===== config.mk =====
export PLATFORM = sky130hd
export DESIGN_NAME = scd_ctrl
export DESIGN_NICKNAME = d
export VERILOG_FILES = /design/src/scd_pkg.sv /design/src/scd_ctrl.sv
export SDC_FILE = /design/constraint.sdc
export NUM_CORES = 1
export LEC_CHECK = 0
export BUFFER_PORTS_ARGS = -buffer_cell sky130_fd_sc_hd__buf_2
export CORE_UTILIZATION = 40
export CTS_CLUSTER_SIZE = 10
export DETAILED_ROUTE_END_ITERATION = 10
export GPL_TIMING_DRIVEN = 0
export PLACE_DENSITY_LB_ADDON = 0.08
export SYNTH_ARGS = -nofsm -noshare
export SYNTH_HDL_FRONTEND = slang
export SYNTH_SLANG_ARGS = --single-unit
export TNS_END_PERCENT = 20

===== constraint.sdc =====
create_clock -name ref_clk -period 3 [get_ports ref_clk]
set_clock_uncertainty 0.15 [all_clocks]
set_input_delay 0.15 -clock ref_clk [delete_from_list [all_inputs] [get_ports ref_clk]]
set_output_delay 0.15 -clock ref_clk [all_outputs]
set_load 0.02 [all_outputs]

===== src/scd_pkg.sv =====
// Package for the static column DRAM controller: timing counts, widths, states.
// Assumes a 25 MHz ref_clk and an asynchronous 256K x 4 static column DRAM.
package scd_pkg;
	localparam int CLK_MHZ = 25;
	localparam int ADDR_W = 9;
	localparam int DATA_W = 4;
	localparam int ROWS = 512;
	localparam int INIT_CYCLES = 8;
	localparam int PAUSE_US = 200;
	localparam int PAUSE_CYC = PAUSE_US * CLK_MHZ;
	localparam int REF_PERIOD_US = 8200;
	localparam int REF_INTERVAL_CYC = (REF_PERIOD_US * CLK_MHZ) / ROWS;
	localparam int PHASE_CYC = 3;
	localparam logic [1:0] PH_LAST = 2'h2;
	localparam logic [3:0] INIT_LAST = 4'h7;

	typedef enum logic [3:0] {
		SCD_PAUSE = 4'h0,
		SCD_INIT_CAS = 4'h1,
		SCD_INIT_RAS = 4'h2,
		SCD_IDLE = 4'h3,
		SCD_ROW = 4'h4,
		SCD_COL = 4'h5,
		SCD_RMW_WR = 4'h6,
		SCD_OPEN = 4'h7,
		SCD_CLOSE = 4'h8,
		SCD_PRE = 4'h9,
		SCD_REF_CAS = 4'ha,
		SCD_REF_RAS = 4'hb
	} scd_state_e;

	typedef enum logic [1:0] {
		SCD_OP_READ = 2'h0,
		SCD_OP_WRITE = 2'h1,
		SCD_OP_RMW = 2'h2
	} scd_op_e;
endpackage


===== src/scd_ctrl.sv =====
// Host-side controller that drives a static column DRAM through its pins.
// Assumes the DRAM data pins are shared; the testbench resolves the wire from dq_oe.
// How it works
// [RL1] Idle pause, then initialisation refresh cycles
// [RL2] Eight column-before-row cycles used for initialisation
// [RL3] Refresh one row at least every interval
// [RL4] Row-only refresh: row low, column high
// [RL5] Device floats data during row-only refresh
// [RL6] Column low before row: internal refresh
// [RL7] Device advances its refresh counter
// [RL8] Hidden refresh keeps previous read data
// [RL9] Static column: row held, new columns
// [RL10] Column held across row rise
// [RL11] Write with early strobe floats output
// [RL12] Data never sampled on write cycles
// [RL13] Read, write, modify freely mixed per row
// [RL14] Modify: read with gate low, then write
// [RL15] Write data stable before strobes fall; plain writes raise dq_oe in the same clock as the strobes fall
// [RL16] Read data sampled only after column low
// [RL17] Nine row bits, then nine column bits
// [RL18] Row strobe held low between accesses
// [RL19] Both strobes high means standby
// [RL20] Device counter wraps over 512 rows
`timescale 1ns/1ns
module scd_ctrl (
	input wire logic ref_clk,
	input wire logic rstn,
	input wire logic req_valid,
	input wire logic [1:0] req_op,
	input wire logic [8:0] req_row,
	input wire logic [8:0] req_col,
	input wire logic [3:0] req_wdata,
	input wire logic req_last,
	output logic req_ready,
	output logic rsp_valid,
	output logic [3:0] rsp_rdata,
	output logic init_done,
	output logic ras_n,
	output logic cas_n,
	output logic we_n,
	output logic oe_n,
	output logic [8:0] mux_address_pins,
	output logic [3:0] dq_out,
	output logic dq_oe,
	input wire logic [3:0] dq_in
);
	scd_pkg::scd_state_e state;
	logic [31:0] pause_cnt;
	logic [31:0] ref_cnt;
	logic ref_due;
	logic [1:0] ph;
	logic [3:0] init_cnt;
	logic [1:0] op;
	logic last;
	logic [8:0] open_row;
	logic [3:0] dq_s1;
	logic [3:0] dq_s2;
	logic [3:0] dq_s3;
	logic [3:0] dq_st;
	logic [8:0] col;
	logic rd_hold;
	logic ph_end;

	assign ph_end = (ph == scd_pkg::PH_LAST);

	////////////////////////////////////////////////////////////
	// Read data passes three flops since the DRAM is asynchronous
	always_ff @(posedge ref_clk) begin
		dq_s1 <= dq_in;
		dq_s2 <= dq_s1;
		dq_s3 <= dq_s2;
	end

	// A new value counts only once the last two stages agree
	always_ff @(posedge ref_clk) begin
		if (dq_s2 == dq_s3)
			dq_st <= dq_s3;
	end

	////////////////////////////////////////////////////////////
	// Refresh interval: one row per tick keeps all rows inside the period
	always_ff @(posedge ref_clk) begin
		if (!rstn) begin
			ref_cnt <= 32'h0;
		end else if (ref_cnt == 32'(scd_pkg::REF_INTERVAL_CYC - 1)) begin
			ref_cnt <= 32'h0;
		end else begin
			ref_cnt <= ref_cnt + 32'h1;
		end
	end

	// A tick in the cycle that ends a refresh wins, so no interval is lost
	always_ff @(posedge ref_clk) begin
		if (!rstn) begin
			ref_due <= 1'b0;
		end else if (ref_cnt == 32'(scd_pkg::REF_INTERVAL_CYC - 1)) begin
			ref_due <= 1'b1; // RL3
		end else if (state == scd_pkg::SCD_REF_RAS && ph_end) begin
			ref_due <= 1'b0; // RL3
		end
	end

	always_ff @(posedge ref_clk) begin
		if (!rstn) begin
			ph <= 2'h0;
		end else if (state == scd_pkg::SCD_IDLE || state == scd_pkg::SCD_OPEN || state == scd_pkg::SCD_PAUSE || ph_end) begin
			ph <= 2'h0;
		end else begin
			ph <= ph + 2'h1;
		end
	end

	////////////////////////////////////////////////////////////
	// Main sequencer; each strobe phase lasts three clocks (120 ns)
	always_ff @(posedge ref_clk) begin
		if (!rstn) begin
			state <= scd_pkg::SCD_PAUSE;
			pause_cnt <= 32'h0;
			init_cnt <= 4'h0;
			init_done <= 1'b0;
			ras_n <= 1'b1;
			cas_n <= 1'b1;
			we_n <= 1'b1;
			oe_n <= 1'b1;
			mux_address_pins <= 9'h0;
			dq_out <= 4'h0;
			dq_oe <= 1'b0;
			req_ready <= 1'b0;
			rsp_valid <= 1'b0;
			rsp_rdata <= 4'h0;
			op <= 2'h0;
			last <= 1'b0;
			open_row <= 9'h0;
			col <= 9'h0;
			rd_hold <= 1'b0;
		end else begin
			rsp_valid <= 1'b0;
			req_ready <= 1'b0;
			unique case (state)
				scd_pkg::SCD_PAUSE: begin
					ras_n <= 1'b1; // RL1
					cas_n <= 1'b1; // RL19
					pause_cnt <= pause_cnt + 32'h1;
					if (pause_cnt == 32'(scd_pkg::PAUSE_CYC - 1))
						state <= scd_pkg::SCD_INIT_CAS;
				end
				scd_pkg::SCD_INIT_CAS: begin
					cas_n <= 1'b0; // RL2
					if (ph_end)
						state <= scd_pkg::SCD_INIT_RAS;
				end
				scd_pkg::SCD_INIT_RAS: begin
					ras_n <= 1'b0; // RL6
					if (ph_end) begin
						ras_n <= 1'b1;
						cas_n <= 1'b1;
						init_cnt <= init_cnt + 4'h1;
						if (init_cnt == scd_pkg::INIT_LAST) begin
							init_done <= 1'b1; // RL1
							state <= scd_pkg::SCD_PRE;
						end else begin
							// Pause is spent once; the next init cycle follows at once
							state <= scd_pkg::SCD_INIT_CAS; // RL2
						end
					end
				end
				scd_pkg::SCD_IDLE: begin
					ras_n <= 1'b1; // RL19
					cas_n <= 1'b1;
					if (ref_due) begin
						state <= scd_pkg::SCD_REF_CAS;
					end else if (req_valid) begin
						req_ready <= 1'b1;
						op <= req_op;
						last <= req_last;
						open_row <= req_row;
						col <= req_col;
						dq_out <= req_wdata;
						mux_address_pins <= req_row; // RL17
						state <= scd_pkg::SCD_ROW;
					end
				end
				scd_pkg::SCD_ROW: begin
					// Column is taken with the request; the bus may move on meanwhile
					ras_n <= 1'b0; // RL17
					cas_n <= 1'b1; // RL4
					if (ph_end) begin
						mux_address_pins <= col;
						state <= scd_pkg::SCD_COL;
					end
				end
				scd_pkg::SCD_COL: begin
					// Column latched on the column strobe; write strobe falls in the same clock
					cas_n <= 1'b0;
					we_n <= (op != 2'(scd_pkg::SCD_OP_WRITE)); // RL11
					oe_n <= (op == 2'(scd_pkg::SCD_OP_WRITE)); // RL14
					dq_oe <= (op == 2'(scd_pkg::SCD_OP_WRITE)); // RL15
					if (ph_end) begin
						if (op != 2'(scd_pkg::SCD_OP_WRITE) && !rd_hold) begin
							// Second phase lets read data clear the three-flop path
							rd_hold <= 1'b1;
						end else begin
							rd_hold <= 1'b0;
							if (op != 2'(scd_pkg::SCD_OP_WRITE)) begin
								rsp_valid <= 1'b1; // RL16
								rsp_rdata <= dq_st; // RL12
							end
							if (op == 2'(scd_pkg::SCD_OP_RMW))
								state <= scd_pkg::SCD_RMW_WR;
							else
								state <= last ? scd_pkg::SCD_CLOSE : scd_pkg::SCD_OPEN;
						end
					end
				end
				scd_pkg::SCD_RMW_WR: begin
					oe_n <= 1'b1; // RL14
					dq_oe <= 1'b1;
					if (ph == 2'h1)
						we_n <= 1'b0; // RL15
					if (ph_end)
						state <= last ? scd_pkg::SCD_CLOSE : scd_pkg::SCD_OPEN;
				end
				scd_pkg::SCD_OPEN: begin
					// Row stays low; next access only changes the column
					we_n <= 1'b1;
					oe_n <= 1'b1;
					dq_oe <= 1'b0;
					// A due refresh goes first so same-row traffic cannot starve it
					if (ref_due) begin
						state <= scd_pkg::SCD_CLOSE; // RL3
					end else if (req_valid && req_row == open_row) begin // RL9
						req_ready <= 1'b1;
						op <= req_op;
						last <= req_last;
						dq_out <= req_wdata;
						mux_address_pins <= req_col; // RL18
						state <= scd_pkg::SCD_COL; // RL13
					end else if (req_valid) begin
						state <= scd_pkg::SCD_CLOSE;
					end
				end
				scd_pkg::SCD_CLOSE: begin
					// Column address held while row rises so the final latch is clean
					ras_n <= 1'b1; // RL10
					we_n <= 1'b1;
					oe_n <= 1'b1;
					dq_oe <= 1'b0;
					if (ph_end) begin
						cas_n <= 1'b1;
						state <= scd_pkg::SCD_PRE;
					end
				end
				scd_pkg::SCD_PRE: begin
					ras_n <= 1'b1;
					cas_n <= 1'b1;
					if (ph_end)
						state <= scd_pkg::SCD_IDLE;
				end
				scd_pkg::SCD_REF_CAS: begin
					cas_n <= 1'b0; // RL6
					if (ph_end)
						state <= scd_pkg::SCD_REF_RAS;
				end
				scd_pkg::SCD_REF_RAS: begin
					ras_n <= 1'b0; // RL7
					if (ph_end) begin
						ras_n <= 1'b1;
						cas_n <= 1'b1;
						state <= scd_pkg::SCD_PRE; // RL20
					end
				end
				default: state <= scd_pkg::SCD_PAUSE;
			endcase
		end
	end
endmodule // scd_ctrl


==> impl_results.md <==
* DR vias/cell at 5.226
* Worst r2r path cells at 7
* Hold_ws at 0.04019 ns
* RR Startpoint: state[3]$_SDFFE_PN0P_
* Drt first pass iters at 5
* CTS tree: built
* Most area-consuming cells after synthesis: dfxtp_1 43%, nor2_1 6.3%, mux2i_1 5.2%
* Clock Latency Late Sink at 0.42 ns
* Least-Margin Pin Slew at 1.073 ns
* # IOs at 57
* Yosys warns at 0
* Maxcap violations at 0
* Multiplexer area fraction after synthesis at 0.05151
* Setup violators final at 0
* Top cells by count, synth: 134 x dfxtp_1, 104 x nor2_1, 64 x nand2_1, 37 x a21oi_1, 33 x xnor2_1
* Largest net degree at the start of global routing at 17
* Clk sink count at 138
* Most Frequent Cell on Critical Path: clkbuf_1
* Pwr dens at 655.1 mW/mm²
* H-tree depth at 4
* Cell Chain, Critical Path: clkbuf_1 -> nor4b_2 -> or2_2 -> clkbuf_1 -> o21ai_0 -> nand2_1 -> mux2i_1
* First-pass GRT wire length at 24,610 µm
* DRC errors left at 0
* Post-route worst setup slack at 0.2101 ns
* Most numerous cell in the Yosys netlist: dfxtp_1
* Final Hold Vio Count at 0
* Synth cell types at 59
* Share of post-route cells with drive strength above 1 at 0.1211
* Register area share after synthesis at 0.4507
* Critical R2R Capture: mux_address_pins[0]$_SDFFE_PN0P_
* Total CTS buffers at 17
* DP Wirelength at 10,490 µm
* Routed WL at 14,690 µm
* Cell Rows at 45
* Net Count, Synth at 755
* Syn Inst Count at 718
* Hold WC Path Type: input pin to register
* Gr usage total at 0.1932
* RSZ-0062 raised after global routing: false
* Part of the power in combinational logic at 0.181
* Sw frac at 0.2929
* IO Port Bufs at 55
* Die width at 126.7 µm
* Status: finished clean
* Fin crit period at 2.790 ns
* Internal power at 3.524 mW
* Setup CP Type: register to register
* CP Launch Type: register
* CP peak stage delay at 0.98 ns
* Drt wl/cell at 14.38 µm
* Relative slew slack at 0.2828
* Synthesized cell area at 0.006218 mm²
* Initial antenna violation count at 0
* Synth Area in Compound Gates at 0.09839
* Post-synthesis xor/xnor area fraction at 0.08873
* First DRT Iteration DRCs at 411
* RD Place Congestion at 0.8398
* Flops & latches, synth at 138
* CP Buf/Inv Count at 2
* Arrival time worst endpoint at 2.93 ns
* Setup Buffers After CTS at 0
* FF-to-FF setup slack at 0.21 ns
* Routed Antenna Nets at 0
* Hold depth at 3
* Setup TNS at 0 ns
* Fillers at 1,459
* Antenna cells at 0
* Final nets at 858
* Async SR Flop Fraction at 0
* Post-synth top flop: dfxtp_1
* DP Worst Slack at 0.2180 ns
* Area share of the largest cell type after synthesis at 0.4314
* Clock power share at 0.418
* Tcrit/Tclk final at 0.9300
* Grt total ovfl at 0
* Pleak at 2.970 nW
* Max FO, Critical Path at 10
* Fmax at 358.4 MHz
* Fin. max-slew vios at 0
* Req. time, crit path at 3.14 ns
* Main combinational cell family by area after synthesis: simple AND/OR/NAND/NOR gates
* Clock buffer depth at 2
* Root Driver: clkbuf_16
* Die height at 126.7 µm
* Vias in the first global route at 5,184
* Vias at 5,341
* Slowest-stage cell, CP: nor4b_2
* Core area at 0.01520 mm²
* Post-synth top area cell: dfxtp_1
* Synth Area in Simple Gates at 0.2608
* Worst VDD drop at 462.9 µV
* Worst-path clk slew at 0.06 ns
* Crit end category: register
* EDFF count, synth at 4
* Adder-cell share of the synthesized area at 0.01006
* Syn-to-layout area delta at 22.33%
* Mean Syn Cell Area at 8.661 µm²
* Worst path top cell family by delay: simple AND/OR/NAND/NOR gates
* Starting density of the core at 0.4091
* Die ar. at 0.01605 mm²
* Worst hold start: rstn
* Flop pwr share at 0.401
* Psw at 1.460 mW
* Worst Hold Endpoint: ref_cnt[28]$_SDFF_PP0_
per-stage QoR:
step           area, µm²  total power [mW]  instances    util
2_1_floorplan       6218             2.667        718       -
3_3_place_gp        6729             2.894        961  0.4426
3_5_place_dp        6729             2.902        961  0.4426
4_1_cts             7607             5.027       1022  0.5004
5_1_grt             7607             5.221       1022  0.5004
6_report            7607             4.983       1022  0.5004
routing by layer:
| metal | up-vias | global-route usage | wire length, µm |
|---|---|---|---|
| met5 | - | 0 | 0 |
| met4 | 0 | 0.06092 | 175 |
| met3 | 17 | 0.04808 | 587 |
| met2 | 105 | 0.3126 | 6763 |
| met1 | 2499 | 0.2533 | 7166 |
| li1 | 2720 | - | - |
cell usage in the layout (no fill, tap or decap), types with 5 or more instances in the layout:
| master | netlist | layout |
|---|---|---|
| or4_1 | 5 | 5 |
| or3_1 | 16 | 16 |
| ha_1 | 5 | 5 |
| nor2b_1 | 6 | 6 |
| nand4_1 | 19 | 19 |
| a22oi_1 | 11 | 11 |
| nand2_1 | 64 | 64 |
| o21ai_0 | 29 | 29 |
| nor4_1 | 21 | 21 |
| nand3_1 | 20 | 20 |
| xor2_1 | 30 | 30 |
| clkbuf_16 | 0 | 17 |
| dlygate4sd3_1 | 0 | 29 |
| xnor2_1 | 33 | 33 |
| nor2_1 | 104 | 104 |
| inv_1 | 25 | 25 |
| clkbuf_1 | 29 | 29 |
| dfxtp_1 | 134 | 134 |
| and3_1 | 7 | 7 |
| mux2i_1 | 32 | 32 |
| buf_2 | 3 | 58 |
| and4_1 | 8 | 8 |
| a21oi_1 | 37 | 37 |
| nor3_1 | 11 | 11 |
| inv_6 | 0 | 6 |
sequential cells by signal, summed over array words and instances, names as in the netlist, 2 cells and up:
| register | cells |
|---|---|
| col | 9 |
| dq_out | 4 |
| dq_s1 | 4 |
| dq_s2 | 4 |
| dq_s3 | 4 |
| dq_st | 4 |
| init_cnt | 4 |
| mux_address_pins | 9 |
| op | 2 |
| open_row | 9 |
| pause_cnt | 32 |
| ph | 2 |
| ref_cnt | 32 |
| rsp_rdata | 4 |
| state | 4 |
worst min-delay path: stages:
cell	delay (ns)
clkbuf_1	0.18
nand2_1	0.17
a21oi_1	0.05
area by class of cell:
class / count / area [µm²] / area share
buffer: 37 / 150.1 / 0.01974
clock buffer: 17 / 425.4 / 0.05592
clock inverter: 15 / 162.7 / 0.02138
inverter: 26 / 97.59 / 0.01283
multi-input combinational: 517 / 3168 / 0.4164
sequential: 138 / 2803 / 0.3684
tap: 188 / 235.2 / 0.03092
timing repair buffer: 84 / 565.5 / 0.07434
cell families (layout without fill, tap and decap cells):
family	Yosys count	in the layout
fa+ha+maj	5	5
mux	32	32
simple gates	315	315
buf+inv	63	179
xor+xnor	63	63
compound gates	102	102
flops	138	138
power groups by stage:
stage	logic (mW)	registers (mW)	clock network [mW]
after floorplan	0.623	2.04	0
after global placement	0.858	2.04	0
after detailed placement	0.863	2.04	0
after CTS	0.896	2.00	2.13
after global routing	1.00	2.01	2.21
final	0.901	2.00	2.08
what timing repair did:
action / 4_1_cts / 5_1_grt
hold endpoints to repair: 29 / 0
setup endpoints to repair: 0 / 0
hold buffers: 29 / 0
gates resized for setup: 0 / 0
worst max-delay path by stage:
stage          slack [ns]                          endpoint                   from  cells after the start
6_report             0.21  mux_address_pins[0]$_SDFFE_PN0P_  state[3]$_SDFFE_PN0P_                      7
3_3_place_gp         0.26  mux_address_pins[3]$_SDFFE_PN0P_  state[3]$_SDFFE_PN0P_                      7
5_1_grt              0.02  mux_address_pins[3]$_SDFFE_PN0P_  state[3]$_SDFFE_PN0P_                      7
4_1_cts              0.21  mux_address_pins[3]$_SDFFE_PN0P_  state[3]$_SDFFE_PN0P_                      7
3_5_place_dp         0.22  mux_address_pins[0]$_SDFFE_PN0P_  state[3]$_SDFFE_PN0P_                      7
2_1_floorplan        0.64        pause_cnt[30]$_SDFFE_PN0P_  state[0]$_SDFFE_PN0P_                      7
Power figures use the tool's default switching activity.
